===== src/hdl/ipsa_map.vh =====
// Purpose: constants for the input pin signal assignment block
// Assumes: avalon-mm word addressing, 32-bit data
// Notes: selection registers hold one hex digit per control mode
`ifndef IPSA_MAP_VH
`define IPSA_MAP_VH

`define IPSA_ADDR_W 4
`define IPSA_OFF_SEL_B5 4'h0
`define IPSA_OFF_SEL_B14 4'h1
`define IPSA_OFF_SEL_A8 4'h2
`define IPSA_OFF_SEL_B7 4'h3
`define IPSA_OFF_SEL_B8 4'h4
`define IPSA_OFF_SEL_B9 4'h5
`define IPSA_OFF_CTRL 4'h6
`define IPSA_OFF_STATUS 4'h7
`define IPSA_OFF_PINS 4'h8

`define IPSA_RST_SEL_B5 16'h0111
`define IPSA_RST_SEL_B14 16'h0222
`define IPSA_RST_SEL_A8 16'h0665
`define IPSA_RST_SEL_B7 16'h0770
`define IPSA_RST_SEL_B8 16'h0883
`define IPSA_RST_SEL_B9 16'h0994
`define IPSA_RST_LOP_PIN 3'h3
`define IPSA_RST_CTRL 32'h0000_0000

// ctrl register fields
`define IPSA_CTRL_MODE_LSB 0
`define IPSA_CTRL_MODE_MSB 1
`define IPSA_CTRL_MODE_SW_LSB 2
`define IPSA_CTRL_MODE_SW_MSB 3
`define IPSA_CTRL_ABS_BIT 4
`define IPSA_CTRL_LOP_LSB 8
`define IPSA_CTRL_LOP_MSB 10

// control modes and change modes
`define IPSA_MODE_POS 2'h0
`define IPSA_MODE_SPD 2'h1
`define IPSA_MODE_TRQ 2'h2
`define IPSA_SW_NONE 2'h0
`define IPSA_SW_PS 2'h1
`define IPSA_SW_ST 2'h2
`define IPSA_SW_TP 2'h3

// control-mode change pin codes
`define IPSA_LOP_B5 3'h0
`define IPSA_LOP_B14 3'h1
`define IPSA_LOP_A8 3'h2
`define IPSA_LOP_A7 3'h3
`define IPSA_LOP_B9 3'h4

// pin index order
`define IPSA_PIN_B5 0
`define IPSA_PIN_B14 1
`define IPSA_PIN_A8 2
`define IPSA_PIN_B7 3
`define IPSA_PIN_B8 4
`define IPSA_PIN_B9 5

// digit positions in a selection value
`define IPSA_DIG_POS_LSB 0
`define IPSA_DIG_SPD_LSB 4
`define IPSA_DIG_TRQ_LSB 8

`define IPSA_FUNC_ABS_POSITION_TRANSFER_MODE 4'hE
`define IPSA_FUNC_ABS_POSITION_REQUEST 4'hF
`define IPSA_FUNC_NONE 4'h0

`endif


===== src/hdl/ipsa_pin_route.v =====
// Purpose: one input pin: synchroniser and function code selection
// Assumes: pin level is asynchronous to clk_i
// Notes: code 0 means no function
`timescale 1ns/1ps
`include "ipsa_map.vh"

module ipsa_pin_route #(
  parameter SEL_W = 16
) (
  input wire clk_i,
  input wire resetn_i,
  input wire pin_i,
  input wire [SEL_W-1:0] sel_i,
  input wire [1:0] mode_i,
  input wire lop_here_i,
  input wire abs_force_i,
  input wire [3:0] abs_func_i,
  output reg [3:0] func_o,
  output reg level_o
);

  reg sync1_reg;
  reg sync2_reg;
  reg [3:0] digit;

  // --------------------------------
  // two-stage synchroniser
  // --------------------------------
  always @(posedge clk_i or negedge resetn_i) begin
    if (!resetn_i) begin
      sync1_reg <= 1'b0;
      sync2_reg <= 1'b0;
    end else begin
      sync1_reg <= pin_i;
      sync2_reg <= sync1_reg;
    end
  end

  // --------------------------------
  // digit per active mode
  // --------------------------------
  always @* begin
    case (mode_i)
      `IPSA_MODE_POS: digit = sel_i[`IPSA_DIG_POS_LSB +: 4];
      `IPSA_MODE_SPD: digit = sel_i[`IPSA_DIG_SPD_LSB +: 4];
      `IPSA_MODE_TRQ: digit = sel_i[`IPSA_DIG_TRQ_LSB +: 4];
      default: digit = `IPSA_FUNC_NONE;
    endcase
  end

  always @(posedge clk_i or negedge resetn_i) begin
    if (!resetn_i) begin
      func_o <= `IPSA_FUNC_NONE;
      level_o <= 1'b0;
    end else begin
      level_o <= sync2_reg;
      if (abs_force_i)
        func_o <= abs_func_i;
      else if (lop_here_i)
        func_o <= `IPSA_FUNC_NONE;
      else
        func_o <= digit;
    end
  end

endmodule


===== src/hdl/ipsa_input_pin_assign.v =====
// Purpose: route logical input functions to connector input pins
// Assumes: avalon-mm slave, word addresses, one-cycle answer
// Notes: per-function levels are an or of pins carrying that function
//
// The address map and the Avalon-MM interface to the registers are this design's own decisions.
`timescale 1ns/1ps
`include "ipsa_map.vh"

// Behaviour
// - The a8 selection register routes any selectable function to connector a pin 8.
// - The b7 selection register routes any selectable function to connector b pin 7.
// - The b8 selection register routes any selectable function to connector b pin 8.
// - The b9 selection register routes any selectable function to connector b pin 9.
// - The a8, b7, b8 and b9 registers use the same code set and layout as the b5 register.
// - The a8 selection is ignored while the control-mode change input sits on that pin.
// - The b7 selection is never ignored; no control-mode change input code names that pin.
// - The b8 selection is ignored only with absolute position enabled; no control-mode change input code names that pin.
// - The b9 selection is ignored while the control-mode change input sits on that pin.
// - With absolute position enabled, pin b8 becomes the transfer mode input.
// - With absolute position enabled, pin b9 becomes the position request input.
// - The a8, b7 and b8 registers reset to 0665, 0770 and 0883.
// - The b9, b5 and b14 registers reset to 0994, 0111 and 0222.
module ipsa_input_pin_assign #(
  parameter SEL_W = 16,
  parameter NPIN = 6,
  parameter NFUNC = 16
) (
  input wire clk_i,
  input wire resetn_i,
  input wire [`IPSA_ADDR_W-1:0] avs_address_i,
  input wire avs_read_i,
  input wire avs_write_i,
  input wire [31:0] avs_writedata_i,
  input wire [3:0] avs_byteenable_i,
  output reg [31:0] avs_readdata_o,
  output wire avs_waitrequest_o,
  output reg [1:0] avs_response_o,
  input wire [NPIN-1:0] pin_i,
  input wire lop_pin_i,
  output reg [NFUNC-1:0] func_level_o,
  output reg [1:0] active_mode_o,
  output reg abs_mode_o,
  output reg abs_request_o
);

  reg [SEL_W-1:0] sel_reg [0:NPIN-1];
  reg [31:0] ctrl_reg;
  reg ack_reg;
  reg lop_s1_reg;
  reg lop_s2_reg;
  reg [1:0] mode_reg;
  reg [1:0] mode_next;
  reg [31:0] rdata_next;
  reg [NFUNC-1:0] level_next;
  reg hit;
  wire [4*NPIN-1:0] func_w;
  wire [NPIN-1:0] lvl_w;
  wire [NPIN-1:0] lop_here;
  wire [NPIN-1:0] abs_force;
  wire [4*NPIN-1:0] abs_func;
  wire [1:0] base_mode;
  wire [1:0] sw_mode;
  wire abs_en;
  wire [2:0] lop_pin;
  integer k;
  genvar g;

  assign base_mode = ctrl_reg[`IPSA_CTRL_MODE_MSB:`IPSA_CTRL_MODE_LSB];
  assign sw_mode = ctrl_reg[`IPSA_CTRL_MODE_SW_MSB:`IPSA_CTRL_MODE_SW_LSB];
  assign abs_en = ctrl_reg[`IPSA_CTRL_ABS_BIT];
  assign lop_pin = ctrl_reg[`IPSA_CTRL_LOP_MSB:`IPSA_CTRL_LOP_LSB];

  // --------------------------------
  // bus slave, one-cycle answer
  // --------------------------------
  assign avs_waitrequest_o = (avs_read_i | avs_write_i) & ~ack_reg;

  always @* begin
    hit = (avs_address_i <= `IPSA_OFF_PINS);
    rdata_next = 32'h0000_0000;
    case (avs_address_i)
      `IPSA_OFF_SEL_B5: rdata_next = {16'h0000, sel_reg[`IPSA_PIN_B5]};
      `IPSA_OFF_SEL_B14: rdata_next = {16'h0000, sel_reg[`IPSA_PIN_B14]};
      `IPSA_OFF_SEL_A8: rdata_next = {16'h0000, sel_reg[`IPSA_PIN_A8]};
      `IPSA_OFF_SEL_B7: rdata_next = {16'h0000, sel_reg[`IPSA_PIN_B7]};
      `IPSA_OFF_SEL_B8: rdata_next = {16'h0000, sel_reg[`IPSA_PIN_B8]};
      `IPSA_OFF_SEL_B9: rdata_next = {16'h0000, sel_reg[`IPSA_PIN_B9]};
      `IPSA_OFF_CTRL: rdata_next = ctrl_reg;
      `IPSA_OFF_STATUS: rdata_next = {16'h0000, func_level_o};
      `IPSA_OFF_PINS: rdata_next = {22'h0, abs_en, lop_s2_reg, mode_reg, lvl_w};
      default: rdata_next = 32'h0000_0000;
    endcase
  end

  always @(posedge clk_i or negedge resetn_i) begin
    if (!resetn_i) begin
      sel_reg[`IPSA_PIN_A8] <= `IPSA_RST_SEL_A8;
      sel_reg[`IPSA_PIN_B7] <= `IPSA_RST_SEL_B7;
      sel_reg[`IPSA_PIN_B8] <= `IPSA_RST_SEL_B8;
      sel_reg[`IPSA_PIN_B9] <= `IPSA_RST_SEL_B9;
      sel_reg[`IPSA_PIN_B5] <= `IPSA_RST_SEL_B5;
      sel_reg[`IPSA_PIN_B14] <= `IPSA_RST_SEL_B14;
      ctrl_reg <= `IPSA_RST_CTRL | ({29'h0, `IPSA_RST_LOP_PIN} << `IPSA_CTRL_LOP_LSB);
      ack_reg <= 1'b0;
      avs_readdata_o <= 32'h0000_0000;
      avs_response_o <= 2'h0;
    end else begin
      ack_reg <= (avs_read_i | avs_write_i) & ~ack_reg;
      if ((avs_read_i | avs_write_i) & ~ack_reg) begin
        avs_readdata_o <= avs_read_i ? rdata_next : 32'h0000_0000;
        avs_response_o <= hit ? 2'h0 : 2'h3;
      end
      // write lands at the edge where waitrequest is low
      if (avs_write_i & ack_reg & hit) begin
        // same code set and layout for every selection register
        for (k = 0; k < NPIN; k = k + 1) begin
          if (avs_address_i == k[`IPSA_ADDR_W-1:0]) begin
            if (avs_byteenable_i[0])
              sel_reg[k][7:0] <= avs_writedata_i[7:0];
            if (avs_byteenable_i[1])
              sel_reg[k][15:8] <= avs_writedata_i[15:8];
          end
        end
        if (avs_address_i == `IPSA_OFF_CTRL) begin
          for (k = 0; k < 4; k = k + 1) begin
            if (avs_byteenable_i[k])
              ctrl_reg[8*k +: 8] <= avs_writedata_i[8*k +: 8];
          end
        end
      end
    end
  end

  // --------------------------------
  // active control mode
  // --------------------------------
  always @(posedge clk_i or negedge resetn_i) begin
    if (!resetn_i) begin
      lop_s1_reg <= 1'b0;
      lop_s2_reg <= 1'b0;
    end else begin
      lop_s1_reg <= lop_pin_i;
      lop_s2_reg <= lop_s1_reg;
    end
  end

  // next control mode from the change mode and the synchronised change input
  always @* begin
    case (sw_mode)
      `IPSA_SW_PS: mode_next = lop_s2_reg ? `IPSA_MODE_SPD : `IPSA_MODE_POS;
      `IPSA_SW_ST: mode_next = lop_s2_reg ? `IPSA_MODE_TRQ : `IPSA_MODE_SPD;
      `IPSA_SW_TP: mode_next = lop_s2_reg ? `IPSA_MODE_POS : `IPSA_MODE_TRQ;
      default: mode_next = base_mode;
    endcase
  end

  always @(posedge clk_i or negedge resetn_i) begin
    if (!resetn_i)
      mode_reg <= `IPSA_MODE_POS;
    else
      mode_reg <= mode_next;
  end

  // --------------------------------
  // per-pin routing
  // --------------------------------
  assign lop_here[`IPSA_PIN_B5] = (sw_mode != `IPSA_SW_NONE) &&
    (lop_pin == `IPSA_LOP_B5);
  assign lop_here[`IPSA_PIN_B14] = (sw_mode != `IPSA_SW_NONE) &&
    (lop_pin == `IPSA_LOP_B14);
  assign lop_here[`IPSA_PIN_A8] = (sw_mode != `IPSA_SW_NONE) &&
    (lop_pin == `IPSA_LOP_A8);
  assign lop_here[`IPSA_PIN_B7] = 1'b0; // no change-input code names this pin
  assign lop_here[`IPSA_PIN_B8] = 1'b0; // no change-input code names this pin
  assign lop_here[`IPSA_PIN_B9] = (sw_mode != `IPSA_SW_NONE) &&
    (lop_pin == `IPSA_LOP_B9);

  assign abs_force = {abs_en, abs_en, 4'h0};
  assign abs_func = {`IPSA_FUNC_ABS_POSITION_REQUEST, `IPSA_FUNC_ABS_POSITION_TRANSFER_MODE, 16'h0000};

  generate
    for (g = 0; g < NPIN; g = g + 1) begin : gen_pin
      // a8 b7 b8 b9 b5 and b14
      ipsa_pin_route #(
        .SEL_W(SEL_W)
      ) u_route (
        .clk_i(clk_i),
        .resetn_i(resetn_i),
        .pin_i(pin_i[g]),
        .sel_i(sel_reg[g]),
        .mode_i(mode_reg),
        .lop_here_i(lop_here[g]),
        .abs_force_i(abs_force[g]),
        .abs_func_i(abs_func[4*g +: 4]),
        .func_o(func_w[4*g +: 4]),
        .level_o(lvl_w[g])
      );
    end
  endgenerate

  // --------------------------------
  // function levels
  // --------------------------------
  always @* begin
    level_next = {NFUNC{1'b0}};
    for (k = 0; k < NPIN; k = k + 1) begin
      if (func_w[4*k +: 4] != `IPSA_FUNC_NONE)
        level_next[func_w[4*k +: 4]] = level_next[func_w[4*k +: 4]] | lvl_w[k];
    end
  end

  always @(posedge clk_i or negedge resetn_i) begin
    if (!resetn_i) begin
      func_level_o <= {NFUNC{1'b0}};
      active_mode_o <= `IPSA_MODE_POS;
      abs_mode_o <= 1'b0;
      abs_request_o <= 1'b0;
    end else begin
      func_level_o <= level_next;
      active_mode_o <= mode_reg;
      abs_mode_o <= abs_en & lvl_w[`IPSA_PIN_B8];
      abs_request_o <= abs_en & lvl_w[`IPSA_PIN_B9];
    end
  end

endmodule


===== config.mk =====
export PLATFORM = sky130hd
export DESIGN_NAME = ipsa_input_pin_assign
export DESIGN_NICKNAME = d
export VERILOG_FILES = /design/src/hdl/ipsa_pin_route.v /design/src/hdl/ipsa_input_pin_assign.v
export VERILOG_INCLUDE_DIRS = /design/src /design/src/hdl
export SDC_FILE = /design/constraint.sdc
export NUM_CORES = 1
export LEC_CHECK = 0
export ABC_AREA = 1
export BUFFER_PORTS_ARGS = -buffer_cell sky130_fd_sc_hd__buf_2
export CAP_MARGIN = 20
export CORE_ASPECT_RATIO = 0.6
export CORE_UTILIZATION = 60
export CTS_CLUSTER_SIZE = 28
export DETAILED_ROUTE_END_ITERATION = 8
export PLACE_DENSITY_LB_ADDON = 0.3
export SLEW_MARGIN = 20
export SYNTH_ARGS = -nofsm -noshare
export SYNTH_HDL_FRONTEND = slang
export SYNTH_SLANG_ARGS = --single-unit

===== constraint.sdc =====
create_clock -name clk_i -period 4.9 [get_ports clk_i]
set_input_delay 0.245 -clock clk_i [delete_from_list [all_inputs] [get_ports clk_i]]
set_output_delay 0.245 -clock clk_i [all_outputs]
set_load 0.05 [all_outputs]

Yosys cells after proc, flatten, opt, wreduce, memory -nomap -nowiden
Memories as Yosys holds them, arrays and structs flattened.
Cells that the tools add are included.

storage, ports and cells
  memory bits (read-only) = 16
  register bits = 229
  output and inout port bits = 55
  memories = 1

operators by class
  multiplexer cells = 53
  equality and inequality tests = 16
  reduce and logical (&&, ||, !) cells = 36
  bitwise operators = 14
  $lt $le $gt $ge = 13

memories
  name             words  width  rd ports  clocked after memory_dff  wr ports  RTL line                     RTL
  (no name shown)  16     1      1         0                         0         ipsa_input_pin_assign.v:208  level_next[func_w[4*k +: 4]] = level_next[func_w[4*k +: 4]] | lvl_w[k];

operator list
  kind                  number
  $pmux W32 S9          1
  $mux W16              6
  $bwmux W16            5
  $pmux W4 S3           6
  $reduce_and A3 Y1     16
  $mux W32              1
  $lt A4 B5 Y1 const B  6
  $demux W1 S4          6
  $ge A4 B1 Y1 const B  6
  $mux W4               6
  $reduce_bool A4 Y1    6
  $bmux W1 S4           5
  $and A16 B16 Y16      1
  $eq A4 B3 Y1 const B  4
  $mux W1               13
  $logic_and A1 B1 Y1   10
  $eq A4 B2 Y1 const B  2
  $or A1 B1 Y1          7
  $eq A2 B2 Y1 const B  3
  $mux W2               3
  $pmux W2 S3           1
  $and A1 B1 Y1         5
  $eq A2 B1 Y1 const B  2
  $eq A4 B1 Y1 const B  1
  other kinds (10)      10

Logic depth before layout (Yosys ltp)
  depth in word-level cells = 31
  depth in mapped cells = 40

Modules after synthesis
A second synthesis with hierarchy kept.

unflattened totals
  cell total of the unflattened synthesis = 1560
  area total of the unflattened synthesis = 11912.7 sq um

modules (own cells, without submodules)
  module                 cells an instance  area an instance (sq um)  instances
  ipsa_input_pin_assign  1314               9998.3                    1
  ipsa_pin_route         41                 319.1                     6

Worst setup path before layout
OpenSTA, ideal clock, no wires.

  kind = reg2reg
  from = register gen_pin[1].u_route.func_o[0]
  to = register func_level_o[14]
  arrival time = 4.056 ns
  required time = 4.783 ns
  path slack = 0.727 ns
  path buffers = 5
  cell stages (with the launch flop) = 40
  clock period less this slack = 4.173 ns
  cell sequence = dfrtp_1 > nand2_1 > inv_2 > nand3_1 > nand2_1 > nor2_1 > nor2_1 > nor2_4 > buf_6 > nand3_1 > nand3_1 > nand2_1 > nor2_1 > nor2_1 > nor2_2 > buf_4 > nand3_2 > nand2_1 > [4 not listed] > buf_2 > nand3_1 > o211ai_1 > nand2_1 > inv_2 > nand2_1 > nor2_2 > buf_4 > nand3_1 > nand3_1 > nand2_1 > nor2_1 > nor2_1 > nor2_1 > nand2_2 > buf_6 > nand2_1 > nand2_1

between the ends
  word-level cells in the longest chain between the ends = 26
  elaborated cells on any way between the ends = 31

ends and longest elaborated chain
  item                                                                RTL line                     RTL
  start, declared                                                     ipsa_pin_route.v:18          output reg [3:0] func_o,
  start signal, assigned                                              ipsa_pin_route.v:53          func_o <= `IPSA_FUNC_NONE;
  start signal, assigned                                              ipsa_pin_route.v:58          func_o <= abs_func_i;
  start signal, assigned                                              ipsa_pin_route.v:60          func_o <= `IPSA_FUNC_NONE;
  $lt A4 B5 Y1 (implied by the code) or $ge A4 B1 Y1 (tied branches)  ipsa_input_pin_assign.v:208
  $logic_and A1 B1 Y1 (implied by the code)                           ipsa_input_pin_assign.v:208
  $mux W1 (implied by the code)                                       ipsa_input_pin_assign.v:208
  $demux W1 S4                                                        ipsa_input_pin_assign.v:208
  $bwmux W16                                                          ipsa_input_pin_assign.v:208
  $mux W16 (*)                                                        ipsa_input_pin_assign.v:207  if (func_w[4*k +: 4] != `IPSA_FUNC_NONE)
  $bmux W1 S4                                                         ipsa_input_pin_assign.v:208
  $mux W1 (implied by the code)                                       ipsa_input_pin_assign.v:208
  [11 not listed]                                                     --
  $bwmux W16                                                          ipsa_input_pin_assign.v:208
  $mux W16 (*)                                                        ipsa_input_pin_assign.v:207
  $bmux W1 S4                                                         ipsa_input_pin_assign.v:208
  $mux W1 (implied by the code)                                       ipsa_input_pin_assign.v:208
  $or A1 B1 Y1                                                        ipsa_input_pin_assign.v:208
  $bwmux W16                                                          ipsa_input_pin_assign.v:208
  $mux W16 (*)                                                        ipsa_input_pin_assign.v:207
  named net level_next[14]                                            ipsa_input_pin_assign.v:54   reg [NFUNC-1:0] level_next;
  end signal, assigned                                                ipsa_input_pin_assign.v:214  func_level_o <= {NFUNC{1'b0}};
  end signal, assigned                                                ipsa_input_pin_assign.v:219  func_level_o <= level_next;
  end, declared                                                       ipsa_input_pin_assign.v:40   output reg [NFUNC-1:0] func_level_o,

The timed path passes the listed nets; every way through them passes the cells marked *. The select of a mux whose other input is x is not followed.
A chain may end at the register's enable or synchronous reset.

Worst setup path after layout
  from = register gen_pin[0].u_route.level_o
  to = register func_level_o[9]

between the ends
  word-level cells in the longest chain between the ends = 28

ends and longest elaborated chain
  item                            RTL line                     RTL
  start, declared                 ipsa_pin_route.v:19          output reg level_o
  start signal, assigned          ipsa_pin_route.v:56          level_o <= sync2_reg;
  $or A1 B1 Y1 (*)                ipsa_input_pin_assign.v:208
  $and A16 B16 Y16 (no line) (*)  --
  $mux W16 (*)                    ipsa_input_pin_assign.v:207
  $bmux W1 S4                     ipsa_input_pin_assign.v:208
  $mux W1 (implied by the code)   ipsa_input_pin_assign.v:208
  $or A1 B1 Y1                    ipsa_input_pin_assign.v:208
  $bwmux W16                      ipsa_input_pin_assign.v:208
  $mux W16 (*)                    ipsa_input_pin_assign.v:207
  [13 not listed]                 --
  $bwmux W16                      ipsa_input_pin_assign.v:208
  $mux W16 (*)                    ipsa_input_pin_assign.v:207
  $bmux W1 S4                     ipsa_input_pin_assign.v:208
  $mux W1 (implied by the code)   ipsa_input_pin_assign.v:208
  $or A1 B1 Y1                    ipsa_input_pin_assign.v:208
  $bwmux W16                      ipsa_input_pin_assign.v:208
  $mux W16 (*)                    ipsa_input_pin_assign.v:207
  named net level_next[9]         ipsa_input_pin_assign.v:54

Marked as above.

==> flow_summary_export.csv <==
group,metric,value,unit
run_status,outcome,"finished, violations left",
run_status,violations,"hold timing",
routing,drc_errors,0,
synthesis,ys_seq_elements,228,
cts,h-tree-depth,1,
worst_setup_path,path_buf_inv,5,
power,p_int,3.24,mW
finish,layout-drive-gt1-share,18.7,%
synthesis,yosysSeqAreaShare,49.5,%
grt,overflow,0,
placed_design,hpwl,27.8,mm
synthesis,netlist_instances,1502,
worst_setup_path,worstRegToRegCells,37,
cts,path_clk_slew,0.07,ns
sta,layout_min_cycle_time,4.69,ns
routing,num_vias,11700,
routing,vias_per_cell,6.16,
power,switchingPower,1.62,mW
routing,drtPass1Iterations,6,
sta,hold_viol,2,
finish,final_cell_mix,"357 x nand2_1, 198 x o21ai_0, 193 x dfrtp_1",
hold_path,whs_path_depth,3,
cts,cts_tree,"built",
finish,nNetsFinal,1700,
cts,clk_latency,0.51,ns
power,p_sw_share,33.3,%
sta,max_freq,213,MHz
sta,finClkSkew,0.0120,ns
hold_path,hold_path.startpoint,"avs_writedata_i[25]",
synthesis,synth_compound_area_share,16.1,%
synthesis,synthAdderAreaFrac,0,%
synthesis,synth-simple-area-share,26.7,%
synthesis,synth_flop_cell,"dfrtp_1",
sta,setup_slack,0.207,ns
synthesis,synth_xor_area_share,0.0755,%
worst_setup_path,crit_required,5.29,ns
synthesis,async_reset_ff_share,100,%
grt,grt_start_max_net_pins,134,
placed_design,port_buffers,105,
cts,numCtsBuffers,20,
synthesis,syn_area,0.0116,sq mm
grt,track_usage,38.2,%
sta,final-setup-viol-count,0,
routing,antenna_left,0,
grt,grt_pass1_wl,57.5,mm
finish,syn2layout_area_growth,19.4,%
placed_design,gp_congestion,0.985,
synthesis,synth_fp_nets,1553,
die,fp-row-count,38,
worst_setup_path,path_common_cell,"nand3_1",
worst_setup_path,critical_path_class,"reg2reg",
placed_design,dpl.cell_count,1833,
synthesis,synth_top_family_by_area,"simple AND/OR/NAND/NOR gates",
finish,final_common_cell,"nand2_1",
routing,drt_iter0_markers,1656,
cts,cts_max_path_buffers,3,
grt,antenna_found_initial,0,
power,p_comb_share,21.5,%
synthesis,synth_edf_count,0,
synthesis,ys_warn_count,0,
power,p_leak,6.58,nW
finish,largest_reg_flops,96,
finish,finalCoreUtilization,74.9,%
cts,cts_root_buf,"clkbuf_16",
power,power.share.sequential,45.7,%
hold_path,min_path_type,"in2reg",
worst_setup_path,cp_num_cells,37,
die,die_x,182,um
die,dieArea,0.0199,sq mm
synthesis,synth.area.mux_share,0.194,%
die,start_util,62.7,%
finish,fin_cells,1903,
worst_setup_path,slowest_delay,0.50,ns
sta,hold_slack,-0.00172,ns
worst_setup_path,crit_family,"simple AND/OR/NAND/NOR gates",
worst_setup_path,worst_ep_arrival_time,5.08,ns
routing,wl_per_cell,20.3,um
sta,fin_crit_sh,95.8,%
worst_setup_path,ff2ff_setup_slack,0.21,ns
worst_setup_path,cp_slowest_cell,"dfrtp_2",
die,io_pins,106,
sta,slew_headroom,26.5,%
synthesis,yosysUniqueCellTypes,36,
power,p_clk_share,32.8,%
worst_setup_path,endpoint_kind,"register",
power,powerDensity,351,mW/mm^2
placed_design,preCtsSetupSlack,0.325,ns
run,maxCapViolCount,0,
worst_setup_path,crit_fanout,8,
worst_setup_path,startpoint_type,"register",
die,core-area,0.0185,sq mm
cts,cts_sinks,228,
worst_setup_path,r2r_start,"gen_pin[0].u_route.level_o",
synthesis,avgSynthCellArea,7.72,sq um
sta,worstMarginPinSlew,1.10,ns
die,die_height,110,um
sta,slew_viol_final,0,
worst_setup_path,crit_start,"gen_pin[0].u_route.level_o",
routing,totalWireLength,38.6,mm
power,peakVddDrop,0.000296,V
grt,grt_pass1_vias,10200,
sta,tns,0,ns
finish,diodes,0,
sta,rsz0062_at_grt,"true",
finish,fillers,1411,
## routing by layer
metal	track usage (%)	routed length [um]	up-vias
met5	2.25	64	-
met4	6.66	713	4
met1	59.7	17300	5554
li1	-	-	5276
met2	49.2	14600	797
met3	14.6	5900	93
## power groups by stage
stage / registers (mW) / logic, mW / clock network, mW
after CTS: 2.21 / 0.947 / 1.59
after global placement: 2.23 / 0.927 / 0
final: 2.22 / 1.04 / 1.59
after global routing: 2.24 / 1.13 / 1.66
after floorplan: 2.29 / 0.522 / 0
after detailed placement: 2.24 / 0.933 / 0
## worst register-to-register path, delay by kind of cell (launching register included)
| family | cells | cell delay, ns |
|---|---|---|
| AND/OR/NAND/NOR | 32 | 3.31 |
| buffers and inverters | 5 | 0.75 |
| flip-flops | 1 | 0.50 |
## final timing paths
check,endpoint
max in group asynchronous,sel_reg[31]
min in group asynchronous,gen_pin[2].u_route.level_o
setup reg to reg,func_level_o[9]
hold reg to reg,gen_pin[3].u_route.sync2_reg
hold / removal,ctrl_reg[25]
setup / recovery,func_level_o[9]
## Yosys cell counts (all sizes together) (5+ instances only)
library cell	count	share of area [%]
nor2	187	6.3
nand3b	15	0.97
dfstp	29	6.6
a22o	24	1.8
a221oi	25	1.9
buf	12	0.77
nor3	8	0.35
dfrtp	199	43
nand3	149	6.6
o21ai	199	8.6
clkbuf	34	1.1
inv	169	5.5
o211ai	5	0.32
nand2	365	12
nand4	8	0.43
o22ai	28	1.5
a21oi	27	1.2
## through the flow
stage	power [mW]	instance area, sq um
3_5_place_dp	3.17	12500
2_1_floorplan	2.81	11600
3_3_place_gp	3.16	12500
6_report	4.86	13900
5_1_grt	5.03	13900
4_1_cts	4.75	13300
## kinds of logic after synthesis
group | Yosys count
buffers and inverters | 218
XOR/XNOR | 1
flip-flops | 228
AND/OR/NAND/NOR | 733
other | 1
AO/OA/AOI/OAI | 319
multiplexers | 2
## repair_timing
| item | 4_1_cts | 5_1_grt |
|---|---|---|
| hold buffers | 11 | 0 |
| gates resized for setup | 0 | 80 |
| hold endpoints to repair | 131 | 0 |
| endpoints found under the setup margin | 0 | 15 |
| setup buffers | 0 | 18 |
## area by class of cell
class | instances | area [sq um] | share of cell area [%]
flip-flops and latches | 228 | 5750 | 41.5
multi-input cells | 1057 | 5250 | 37.9
repair buffers | 170 | 1260 | 9.10
inverters | 172 | 646 | 4.66
clock buffers | 28 | 582 | 4.20
well taps | 240 | 300 | 2.17
clock inverters | 8 | 67.6 | 0.488
Power figures use the tool's default switching activity.
